File: src/core/bvps_pkg.sv
package bvps_pkg;
  // register byte offsets
  localparam logic [3:0] OFS_CONFIG = 4'h0;
  localparam logic [3:0] OFS_DELAYS = 4'h4;
  localparam logic [3:0] OFS_CONTROL = 4'h8;
  localparam logic [3:0] OFS_STATUS = 4'hC;
  // config field positions
  localparam int CFG_BURNER_LSB = 0;
  localparam int CFG_PUMP_BYPASS = 2;
  localparam int CFG_TWIN = 3;
  localparam int CFG_RET_MIX = 4;
  localparam int CFG_CHECKBACK = 5;
  localparam int CFG_PUMP_FOLLOWS = 6;
  localparam int CFG_MAINT_CLOSED = 7;
  localparam int CFG_OVL_EN = 8;
  localparam int CFG_FLOW_EN = 9;
  localparam int CFG_CHKB_LSB = 16;
  // delays field positions
  localparam int DLY_PUMP_LSB = 0;
  localparam int DLY_BURNER_LSB = 8;
  localparam int DLY_OVERRUN_LSB = 16;
  // reset values
  localparam logic [31:0] CONFIG_RESET = 32'h0078_0000;
  localparam logic [31:0] DELAYS_RESET = 32'h0000_0000;
  // timing
  localparam int CLK_HZ = 40_000_000;
  localparam int TICK_PERIOD_S = 1;
  localparam int TICK_CYCLES = CLK_HZ * TICK_PERIOD_S;
  localparam int CHKB_DEFAULT_S = 120;
  localparam int FLOW_PROVE_TICKS = 2;
  // burner styles and sequencer states
  typedef enum logic [1:0] {BVPS_ONE_STAGE, BVPS_TWO_STAGE, BVPS_MOD_3POS, BVPS_MOD_CONT} bvps_burner_t;
  typedef enum logic [2:0] {BVPS_IDLE, BVPS_VALVE_OPEN, BVPS_PUMP_RUN, BVPS_FIRING, BVPS_OVERRUN, BVPS_FAULT} bvps_state_t;
  // plant drive outputs
  typedef struct packed {
    logic stage1;
    logic stage2;
    logic mod_more;
    logic mod_less;
    logic pump_a;
    logic pump_b;
    logic valve_open;
    logic valve_close;
    logic mix_open;
    logic mix_close;
  } bvps_drive_t;
endpackage

File: src/core/bvps_sequencer.sv
// Functional notes
// - default single-stage burner; config selects two-stage, three-position or continuous modulating
// - first burner output is stage one and modulating base-stage enable
// - three-position modulating burner uses a more/less output pair
// - boiler pump always present; parallel or bypass function selectable
// - return-mixing plant drives a three-position open/close valve pair
// - twin pumps drive a separate second pump output
// - overload input, flow switch, or both supervise the pumps
// - without release the return mixing valve is driven fully closed
// - shutoff valve drives complementary open and close contacts
// - following pump starts only after valve confirmed open
// - valve opens fully before burner; only a following pump waits for it
// - valve counts open on checkback or expired pump delay
// - missing checkback at start delay expiry gives valve and boiler fault
// - pump start delay in seconds, reset value zero
// - burner release delay in seconds, reset value zero
// - bypass pump accepts zero delay, starts without waiting for valve
// - maintained return valve setting open or closed, default open
// - pump starts at pump delay, burner after burner delay
// - one overrun time for pump and shutoff valve
// - burner only starts while configured checkback shows valve open
// - boiler locked while release input is passive
// - open setting opens valve whenever burner runs
//
// Design decisions made here: the Avalon-MM slave port and the register addresses.
`timescale 1ns/100ps
`default_nettype none
module bvps_sequencer
  import bvps_pkg::*;
#(
  parameter int TICK_COUNT = TICK_CYCLES
)
(
  input wire logic CLK, // system clock
  input wire logic RSTN, // async reset, low
  input wire logic [3:0] AVS_ADDRESS, // byte address
  input wire logic AVS_READ, // read strobe
  input wire logic AVS_WRITE, // write strobe
  input wire logic [31:0] AVS_WRITEDATA, // write data
  input wire logic [3:0] AVS_BYTEENABLE, // byte lanes
  output logic [31:0] AVS_READDATA, // read data
  output logic AVS_WAITREQUEST, // stall
  input wire logic RELEASE_IN, // external release
  input wire logic HEAT_REQ, // heat request
  input wire logic STAGE2_REQ, // second stage demand
  input wire logic MOD_UP, // firing up demand
  input wire logic MOD_DOWN, // firing down demand
  input wire logic VALVE_CHECKBACK, // valve fully open
  input wire logic PUMP_OVERLOAD, // pump overload
  input wire logic PUMP_FLOW, // flow switch
  output bvps_drive_t DRIVE, // plant outputs
  output logic VALVE_FAULT, // valve fault
  output logic BOILER_FAULT // boiler fault
);
  logic [31:0] cfg;
  logic [31:0] dly;
  logic fault_clear;
  logic rd_ack;
  logic [31:0] next_rdata;
  logic [25:0] tick_cnt;
  logic tick;
  logic [15:0] seq_timer;
  logic [15:0] chkb_timer;
  logic [15:0] chkb_limit;
  bvps_state_t state;
  bvps_burner_t burner;
  logic pump_fault;
  logic valve_ok;
  logic burner_on;
  logic released;
  logic pump_on;
  logic valve_on;
  logic valve_fault_set;
  logic [1:0] flow_wait;
  logic flow_armed;

  // byte-lane merge for register writes
  function automatic logic [31:0] merge(input logic [31:0] old, input logic [31:0] wd, input logic [3:0] be);
    logic [31:0] r;
    r = old;
    for (int i = 0; i < 4; i++)
    begin
      if (be[i])
        r[i*8 +: 8] = wd[i*8 +: 8];
    end
    return r;
  endfunction

  // m.s field to seconds
  function automatic logic [15:0] ms_to_s(input logic [15:0] f);
    return 16'(f[15:8] * 60) + 16'(f[7:0]);
  endfunction

  assign burner = bvps_burner_t'(cfg[CFG_BURNER_LSB +: 2]);
  assign chkb_limit = ms_to_s(cfg[CFG_CHKB_LSB +: 16]);
  assign released = RELEASE_IN & HEAT_REQ & ~BOILER_FAULT;
  assign pump_fault = (cfg[CFG_OVL_EN] & PUMP_OVERLOAD) | (cfg[CFG_FLOW_EN] & pump_on & flow_armed & ~PUMP_FLOW);

  // avalon slave: writes take effect at once, reads answer one cycle later
  assign AVS_WAITREQUEST = AVS_READ & ~rd_ack;

  always_ff @(posedge CLK or negedge RSTN)
  begin
    if (!RSTN)
      rd_ack <= 1'b0;
    else
      rd_ack <= AVS_READ & ~rd_ack;
  end

  // config and delay registers
  always_ff @(posedge CLK or negedge RSTN)
  begin
    if (!RSTN)
    begin
      cfg <= CONFIG_RESET;
      dly <= DELAYS_RESET;
    end
    else if (AVS_WRITE)
    begin
      if (AVS_ADDRESS == OFS_CONFIG)
        cfg <= merge(cfg, AVS_WRITEDATA, AVS_BYTEENABLE);
      else if (AVS_ADDRESS == OFS_DELAYS)
        dly <= merge(dly, AVS_WRITEDATA, AVS_BYTEENABLE) & 32'h00FF_FFFF;
    end
  end

  assign fault_clear = AVS_WRITE && AVS_ADDRESS == OFS_CONTROL && AVS_BYTEENABLE[0] && AVS_WRITEDATA[0];

  // read mux
  always_comb
  begin
    if (AVS_ADDRESS == OFS_CONFIG)
      next_rdata = cfg;
    else if (AVS_ADDRESS == OFS_DELAYS)
      next_rdata = dly;
    else if (AVS_ADDRESS == OFS_STATUS)
      next_rdata = {16'h0000, 8'(state), 5'h00, pump_fault, BOILER_FAULT, VALVE_FAULT};
    else
      next_rdata = 32'h0000_0000;
  end

  always_ff @(posedge CLK or negedge RSTN)
  begin
    if (!RSTN)
      AVS_READDATA <= 32'h0000_0000;
    else if (AVS_READ & ~rd_ack)
      AVS_READDATA <= next_rdata;
  end

  // one-second tick
  always_ff @(posedge CLK or negedge RSTN)
  begin
    if (!RSTN)
    begin
      tick_cnt <= '0;
      tick <= 1'b0;
    end
    else if (tick_cnt == 26'(TICK_COUNT - 1))
    begin
      tick_cnt <= '0;
      tick <= 1'b1;
    end
    else
    begin
      tick_cnt <= tick_cnt + 26'd1;
      tick <= 1'b0;
    end
  end

  // valve open when checkback seen or, without checkback, pump delay gone
  assign valve_ok = cfg[CFG_CHECKBACK] ? VALVE_CHECKBACK : (seq_timer >= 16'(dly[DLY_PUMP_LSB +: 8]));

  // sequencer
  always_ff @(posedge CLK or negedge RSTN)
  begin
    if (!RSTN)
    begin
      state <= BVPS_IDLE;
      seq_timer <= '0;
    end
    else
    begin
      case (state)
        BVPS_IDLE:
        begin
          seq_timer <= '0;
          if (released)
            state <= BVPS_VALVE_OPEN;
        end
        BVPS_VALVE_OPEN:
        begin
          if (!released)
          begin
            state <= BVPS_OVERRUN;
            seq_timer <= '0;
          end
          else if (cfg[CFG_PUMP_BYPASS] && dly[DLY_PUMP_LSB +: 8] == 8'h00)
          begin
            state <= BVPS_PUMP_RUN;
            seq_timer <= '0;
          end
          else if (seq_timer >= 16'(dly[DLY_PUMP_LSB +: 8]) && (valve_ok || !cfg[CFG_PUMP_FOLLOWS]))
          begin
            state <= BVPS_PUMP_RUN;
            seq_timer <= '0;
          end
          else if (tick)
            seq_timer <= seq_timer + 16'd1;
        end
        BVPS_PUMP_RUN:
        begin
          if (!released)
          begin
            state <= BVPS_OVERRUN;
            seq_timer <= '0;
          end
          else if (seq_timer >= 16'(dly[DLY_BURNER_LSB +: 8]) && (!cfg[CFG_CHECKBACK] || VALVE_CHECKBACK))
            state <= BVPS_FIRING;
          else if (tick)
            seq_timer <= seq_timer + 16'd1;
        end
        BVPS_FIRING:
        begin
          seq_timer <= '0;
          if (!released)
            state <= BVPS_OVERRUN;
        end
        BVPS_OVERRUN:
        begin
          if (released)
            state <= BVPS_VALVE_OPEN;
          else if (seq_timer >= 16'(dly[DLY_OVERRUN_LSB +: 8]))
            state <= BVPS_IDLE;
          else if (tick)
            seq_timer <= seq_timer + 16'd1;
        end
        default:
          state <= BVPS_IDLE;
      endcase
    end
  end

  // checkback supervision timer, runs while the valve is commanded open
  always_ff @(posedge CLK or negedge RSTN)
  begin
    if (!RSTN)
      chkb_timer <= '0;
    else if (!valve_on || VALVE_CHECKBACK)
      chkb_timer <= '0;
    else if (tick && chkb_timer < chkb_limit)
      chkb_timer <= chkb_timer + 16'd1;
  end

  // flow switch judged only after the pump has run for the proving time
  always_ff @(posedge CLK or negedge RSTN)
  begin
    if (!RSTN)
      flow_wait <= '0;
    else if (!pump_on)
      flow_wait <= '0;
    else if (tick && !flow_armed)
      flow_wait <= flow_wait + 2'd1;
  end

  assign flow_armed = flow_wait == 2'(FLOW_PROVE_TICKS);

  // checkback still missing once the start delay has run out
  assign valve_fault_set = cfg[CFG_CHECKBACK] && valve_on && !VALVE_CHECKBACK && chkb_timer >= chkb_limit;

  // faults: set beats clear, each flag on its own
  always_ff @(posedge CLK or negedge RSTN)
  begin
    if (!RSTN)
    begin
      VALVE_FAULT <= 1'b0;
      BOILER_FAULT <= 1'b0;
    end
    else
    begin
      if (valve_fault_set)
        VALVE_FAULT <= 1'b1;
      else if (fault_clear)
        VALVE_FAULT <= 1'b0;
      if (valve_fault_set || pump_fault)
        BOILER_FAULT <= 1'b1;
      else if (fault_clear)
        BOILER_FAULT <= 1'b0;
    end
  end

  assign burner_on = state == BVPS_FIRING;
  assign pump_on = state == BVPS_PUMP_RUN || state == BVPS_FIRING || state == BVPS_OVERRUN
    || (state == BVPS_VALVE_OPEN && cfg[CFG_PUMP_BYPASS] && dly[DLY_PUMP_LSB +: 8] == 8'h00);
  // maintained-return closed setting keeps the valve shut unless there is a request
  assign valve_on = (state != BVPS_IDLE) && !(cfg[CFG_MAINT_CLOSED] && !HEAT_REQ)
    || (burner_on && !cfg[CFG_MAINT_CLOSED]);

  // registered plant outputs
  always_ff @(posedge CLK or negedge RSTN)
  begin
    if (!RSTN)
      DRIVE <= '0;
    else
    begin
      DRIVE.stage1 <= burner_on;
      DRIVE.stage2 <= burner_on && burner == BVPS_TWO_STAGE && STAGE2_REQ;
      DRIVE.mod_more <= burner_on && burner == BVPS_MOD_3POS && MOD_UP && !MOD_DOWN;
      DRIVE.mod_less <= burner == BVPS_MOD_3POS && (!burner_on || (MOD_DOWN && !MOD_UP));
      DRIVE.pump_a <= pump_on;
      DRIVE.pump_b <= pump_on && cfg[CFG_TWIN];
      DRIVE.valve_open <= valve_on;
      DRIVE.valve_close <= !valve_on;
      DRIVE.mix_open <= cfg[CFG_RET_MIX] && released && burner_on && MOD_UP;
      DRIVE.mix_close <= cfg[CFG_RET_MIX] && !released;
    end
  end
endmodule
`default_nettype wire

File: config.mk
export PLATFORM = sky130hd
export DESIGN_NAME = bvps_sequencer
export DESIGN_NICKNAME = d
export VERILOG_FILES = /design/src/core/bvps_pkg.sv /design/src/core/bvps_sequencer.sv
export SDC_FILE = /design/constraint.sdc
export NUM_CORES = 1
export LEC_CHECK = 0
export BUFFER_PORTS_ARGS = -buffer_cell sky130_fd_sc_hd__buf_2
export CAP_MARGIN = 20
export CORE_UTILIZATION = 39
export CTS_CLUSTER_SIZE = 24
export DETAILED_ROUTE_END_ITERATION = 6
export PLACE_DENSITY = 0.61
export SYNTH_ARGS = -nofsm -noshare
export SYNTH_HDL_FRONTEND = slang
export SYNTH_SLANG_ARGS = --single-unit
File: constraint.sdc
create_clock -name CLK -period 12.6 [get_ports CLK]
set_input_delay 1.89 -clock CLK [delete_from_list [all_inputs] [get_ports CLK]]
set_output_delay 1.89 -clock CLK [all_outputs]
set_load 0.1 [all_outputs]
Word-level counts from Yosys, hierarchy flattened

Index checks and enable logic that the tools add are counted.

Bits in registers: 165
Bits of input ports: 52
Output and inout port bits: 45

$add $sub $neg: 5
Multiply operators: 1
Order comparisons: 5
Equality and inequality tests: 20
Mux-type cells: 32
Bitwise gates (word level): 12
Reduce and logical (&&, ||, !) cells: 67

Operator list:

| kind                    | count |
|---|---|
| $mux W16                | 10 |
| $pmux W16 S4            | 1 |
| $ge A16 B8 Y1           | 3 |
| $add A16 B1 Y16 const B | 2 |
| $mux W32                | 1 |
| $logic_and A1 B1 Y1     | 28 |
| $mux W3                 | 9 |
| $add A26 B1 Y26 const B | 1 |
| $eq A26 B26 Y1 const B  | 1 |
| $mux W26                | 1 |
| $mux W24                | 1 |
| $ge A16 B15 Y1          | 1 |
| $lt A16 B15 Y1          | 1 |
| $reduce_and A4 Y1       | 4 |
| $add A14 B8 Y15         | 1 |
| $pmux W3 S5             | 1 |
| $logic_not A1 Y1        | 12 |
| $mul A8 B4 Y12 const B  | 1 |
| $reduce_and A3 Y1       | 4 |
| $mux W11                | 1 |
| $logic_or A1 B1 Y1      | 9 |
| $ne A3 B3 Y1 const B    | 3 |
| $eq A4 B4 Y1 const B    | 2 |
| $logic_not A8 Y1        | 1 |
| 22 further kinds        | 43 |

Depth between registers and ports, before layout

Depth after elaboration: 11
Mapped depth: 21
Mapped depth without buffers: 20

Worst setup path before layout

OpenSTA, ideal clock, no wires.

Path kind: in2out
From: input AVS_READ
To: output AVS_WAITREQUEST
Arrival: 3510 ps
Data required time: 10710 ps
Path slack: 7200 ps
Cell stages on the path: 5
Path buffers: 3
Path through: nand2b_1 -> clkbuf_1 -> inv_1 -> clkbuf_1 -> clkbuf_1

Word-level cells in the longest chain between the ends: 1

Ends and longest elaborated chain:

| item          | RTL line              | RTL |
|---|---|---|
| from (decl)   | bvps_sequencer.sv:37  | `input wire logic AVS_READ,` |
| $and A1 B1 Y1 | bvps_sequencer.sv:100 | `assign AVS_WAITREQUEST = AVS_READ & ~rd_ack;` |
| to (decl)     | bvps_sequencer.sv:42  | `output logic AVS_WAITREQUEST,` |

Every way passes these cells.

Worst setup path in the final report

From: register cfg[29]
To: register chkb_timer[5]

Word-level cells in the longest chain between the ends: 5

Ends and longest elaborated chain:

| item                         | RTL line              | RTL |
|---|---|---|
| from (decl)                  | bvps_sequencer.sv:55  | `logic [31:0] cfg;` |
| from (signal assigned)       | bvps_sequencer.sv:121 | `cfg <= merge(cfg, AVS_WRITEDATA, AVS_BYTEENABLE);` |
| $mul A8 B4 Y12               | bvps_sequencer.sv:91  | `return 16'(f[15:8] * 60) + 16'(f[7:0]);` |
| $add A14 B8 Y15              | bvps_sequencer.sv:91  |  |
| $lt A16 B15 Y1               | bvps_sequencer.sv:250 | `else if (tick && chkb_timer < chkb_limit)` |
| $logic_and A1 B1 Y1          | bvps_sequencer.sv:250 |  |
| $reduce_bool A2 Y1 (no line) | --                    |  |
| to (signal assigned)         | bvps_sequencer.sv:251 | `chkb_timer <= chkb_timer + 16'd1;` |
| to (decl)                    | bvps_sequencer.sv:63  | `logic [15:0] chkb_timer;` |

Every way passes these cells.
A chain may end at the register's enable or synchronous reset.

==> impl_metrics.csv <==
group,metric,value,unit
outcome,run_status,"completed",
synthesis,synth-edff-count,0,
hold_path,hold_class,"flip-flop to flip-flop",
sta,drv_slew,0,
synthesis,syn_area,9260,um2
clock_network,h-tree-depth,4,
worst_setup_path,r2r_slack,7250,ps
synthesis,ys_warn_count,0,
layout,multi_input_area,4780,um2
clock_network,clock_latency,430,ps
worst_setup_path,path_class,"flip-flop to flip-flop",
layout,drive_gt1_frac,0.167,
power_and_ir_drop,p_int,1.29,mW
synthesis,async_reset_ff_frac,1.00,
power_and_ir_drop,power_leakage,5.11,nW
sta,finalSetupTns,0,ps
die,start_util,0.396,
global_route,grt_pass1_vias,6873,
placed_design,place_congestion,0.805,
global_route,track_usage,0.185,
die,die_w,156,um
routing,drtIter0Drc,499,
die,rows,56,
power_and_ir_drop,clock_power_share,0.240,
worst_setup_path,endpoint,"chkb_timer[5]",
layout,final_util,0.456,
die,design.core.area,23400,um2
layout,register_area,4130,um2
global_route,antenna_found_initial,2,
layout,fill_cells,2276,
sta,final-hold-violation-count,0,
clock_network,cts_resized,0,
synthesis,synth.area.top_cells,"dfrtp_1 (44%), ha_1 (8.6%), nand2_1 (3.9%), nor2_1 (3.6%), fa_1 (3.0%)",
power_and_ir_drop,pwr-share-seq,0.286,
sta,finalCritPeriodShare,0.424,
placed_design,dp_hpwl,15.7,mm
synthesis,synth_fp_nets,1081,
placed_design,placement.io_buffers,96,
routing,ant_nets,0,
sta,period_needed,5350,ps
worst_setup_path,worstRegToRegCells,19,
sta,worstMarginPinSlew,972,ps
clock_network,cts_hold_buf,0,
clock_network,cts_made_buffers,17,
synthesis,yosysTopAreaCellShare,0.435,
clock_network,clockBufferDepth,2,
global_route,overflow,0,
layout,nets,1166,
synthesis,synth_common_cells,"dfrtp_1 (161), nand2_1 (96), nor2_1 (88), ha_1 (64), inv_1 (61)",
synthesis,avgSynthCellArea,9.74,um2
worst_setup_path,reg2reg_from,"cfg[29]",
routing,wl,21.8,mm
worst_setup_path,cp.arrival,5700,ps
synthesis,synthFlopType,"dfrtp_1",
clock_network,post_cts_buffers,0,
global_route,grt_pass1_wl,35.3,mm
synthesis,ys_seq_area_frac,0.446,
sta,max_freq,0.187,GHz
synthesis,yosysMostFrequentCell,"dfrtp_1",
placed_design,placedCellCount,1336,
power_and_ir_drop,p_per_area,209,nW/um2
synthesis,ys_types,60,
routing,drc,0,
sta,grt_setup_unrepaired,"false",
worst_setup_path,cp-end-kind,"flip-flop",
worst_setup_path,worstSetupStartpointType,"flip-flop",
power_and_ir_drop,switchingPower,0.948,mW
sta,relSlewSlack,0.350,
routing,wl_per_cell,15.9,um
worst_setup_path,path_max_fanout,9,
sta,setup_viol_count_final,0,
power_and_ir_drop,finalPower,2.24,mW
power_and_ir_drop,p_comb_frac,0.475,
worst_setup_path,crit_start,"cfg[29]",
worst_setup_path,reg2reg_to,"chkb_timer[5]",
layout,fin_cells,1369,
clock_network,path_clk_slew,80,ps
synthesis,synth_cells,951,
sta,finalClockSkew,9.91,ps
routing,dr.pass1.iters,4,
routing,dr_total_vias,7183,
worst_setup_path,cp.required,12960,ps
layout,syn_to_final_growth,15.3,%
synthesis,ys_seq_elements,165,
die,io_pins,97,
die,die_area,24400,um2
power_and_ir_drop,swShare,0.424,
routing,viasPerCell,5.25,
clock_network,cts_tree,"done",
global_route,grt_max_degree,96,
power_and_ir_drop,ir_drop,0.122,mV
clock_network,clockRootBuffer,"clkbuf_16",
die,die_h,156,um
clock_network,cts_sinks,165,
job,cap_violations,0,
synthesis,synth_top_area_cell,"dfrtp_1",
[sequential cells by signal (all words and copies together), names as in the netlist]
| name | count |
|---|---|
| AVS_READDATA | 32 |
| cfg | 32 |
| tick_cnt | 26 |
| dly | 24 |
| chkb_timer | 16 |
| seq_timer | 16 |
| DRIVE | 10 |
| state | 3 |
| flow_wait | 2 |
| BOILER_FAULT | 1 |
| VALVE_FAULT | 1 |
| rd_ack | 1 |
| tick | 1 |
[worst min-delay path by stage]
stage	end	cells past startpoint	start	slack [ps]
after floorplan	tick_cnt[4]	1	tick_cnt[4]	450
after global placement	AVS_READDATA[24]	2	AVS_READDATA[24]	450
after detailed placement	AVS_READDATA[28]	2	AVS_READDATA[28]	450
after CTS	AVS_READDATA[28]	2	AVS_READDATA[28]	470
after global routing	AVS_READDATA[31]	2	AVS_READDATA[31]	490
final	AVS_READDATA[28]	2	AVS_READDATA[28]	460
[critical path, stage by stage, from the launching register on]
cell      delay [ps]
dfrtp_1          390
inv_1            260
fa_1             500
fa_1             520
inv_1             40
ha_1             350
and3_1           220
a22oi_1          270
o22ai_1          150
a221oi_1         410
nand3_1          140
nor2_1           150
xnor2_1          130
ha_1             270
a21o_1           160
nand2_1           80
o2111a_1         410
nand2_1          210
or4_1            440
a21oi_1          150
[per-layer routing]
metal | wire length (um) | GRT usage | part of all wire
met5 | 0 | 0 | 0
met4 | 401 | 0.0616 | 0.018
met3 | 598 | 0.0358 | 0.027
met2 | 10500 | 0.300 | 0.48
met1 | 10300 | 0.247 | 0.47
[layout make-up]
cell class	instances	area share
multi-input cells	689	0.447
flip-flops and latches	165	0.387
repair buffers	102	0.0498
clock buffers	17	0.0398
well taps	319	0.0374
inverters	61	0.0214
clock inverters	15	0.0171
diodes	1	0.000234
[metrics by stage]
step                cell area [um2]  hold WS [ps]  setup slack, ps
floorplan                      9260           451             7200
global placement              10100           448             7390
detailed placement            10100           451             7280
CTS                           10700           468             7240
global route                  10700           494             6860
finish                        10700           464             7250
[cell usage in the layout (no fill, tap or decap), drive strengths merged, types with 8 or more instances in the layout]
cell and instances:
xnor2 24, xor2 14, nor3 13, nand2 96, a21oi 32, mux2 24
a22o 14, nand4 20, a221oi 22, inv 68, a21o 16, o21ai 54
fa 14, or4 12, clkbuf 17, and3 19, ha 64, nand2b 9
nor4 10, dfrtp 161, o21a 9, or3 9, nor2b 11, buf 102
nand3 39, o211ai 8, nor2 89
[cells by family after synthesis]
family / count (synthesis) / share of synthesized area
xor gates and xnor gates: 38 / 0.0359
and+or+nand+nor: 351 / 0.187
buffers and inverters: 97 / 0.0397
muxes: 28 / 0.0335
DFF: 165 / 0.446
AOI/OAI and AO/OA: 194 / 0.141
adders and majority gates: 78 / 0.117
[power groups by stage]
stage          clock network [mW]  registers (mW)  logic (mW)
3_3_place_gp                    0           0.647        1.05
5_1_grt                     0.572           0.648        1.20
2_1_floorplan                   0           0.765       0.741
6_report                    0.536           0.639        1.06
4_1_cts                     0.549           0.639        1.07
3_5_place_dp                    0           0.648        1.07
No activity file was read; power rests on OpenSTA's default activity.
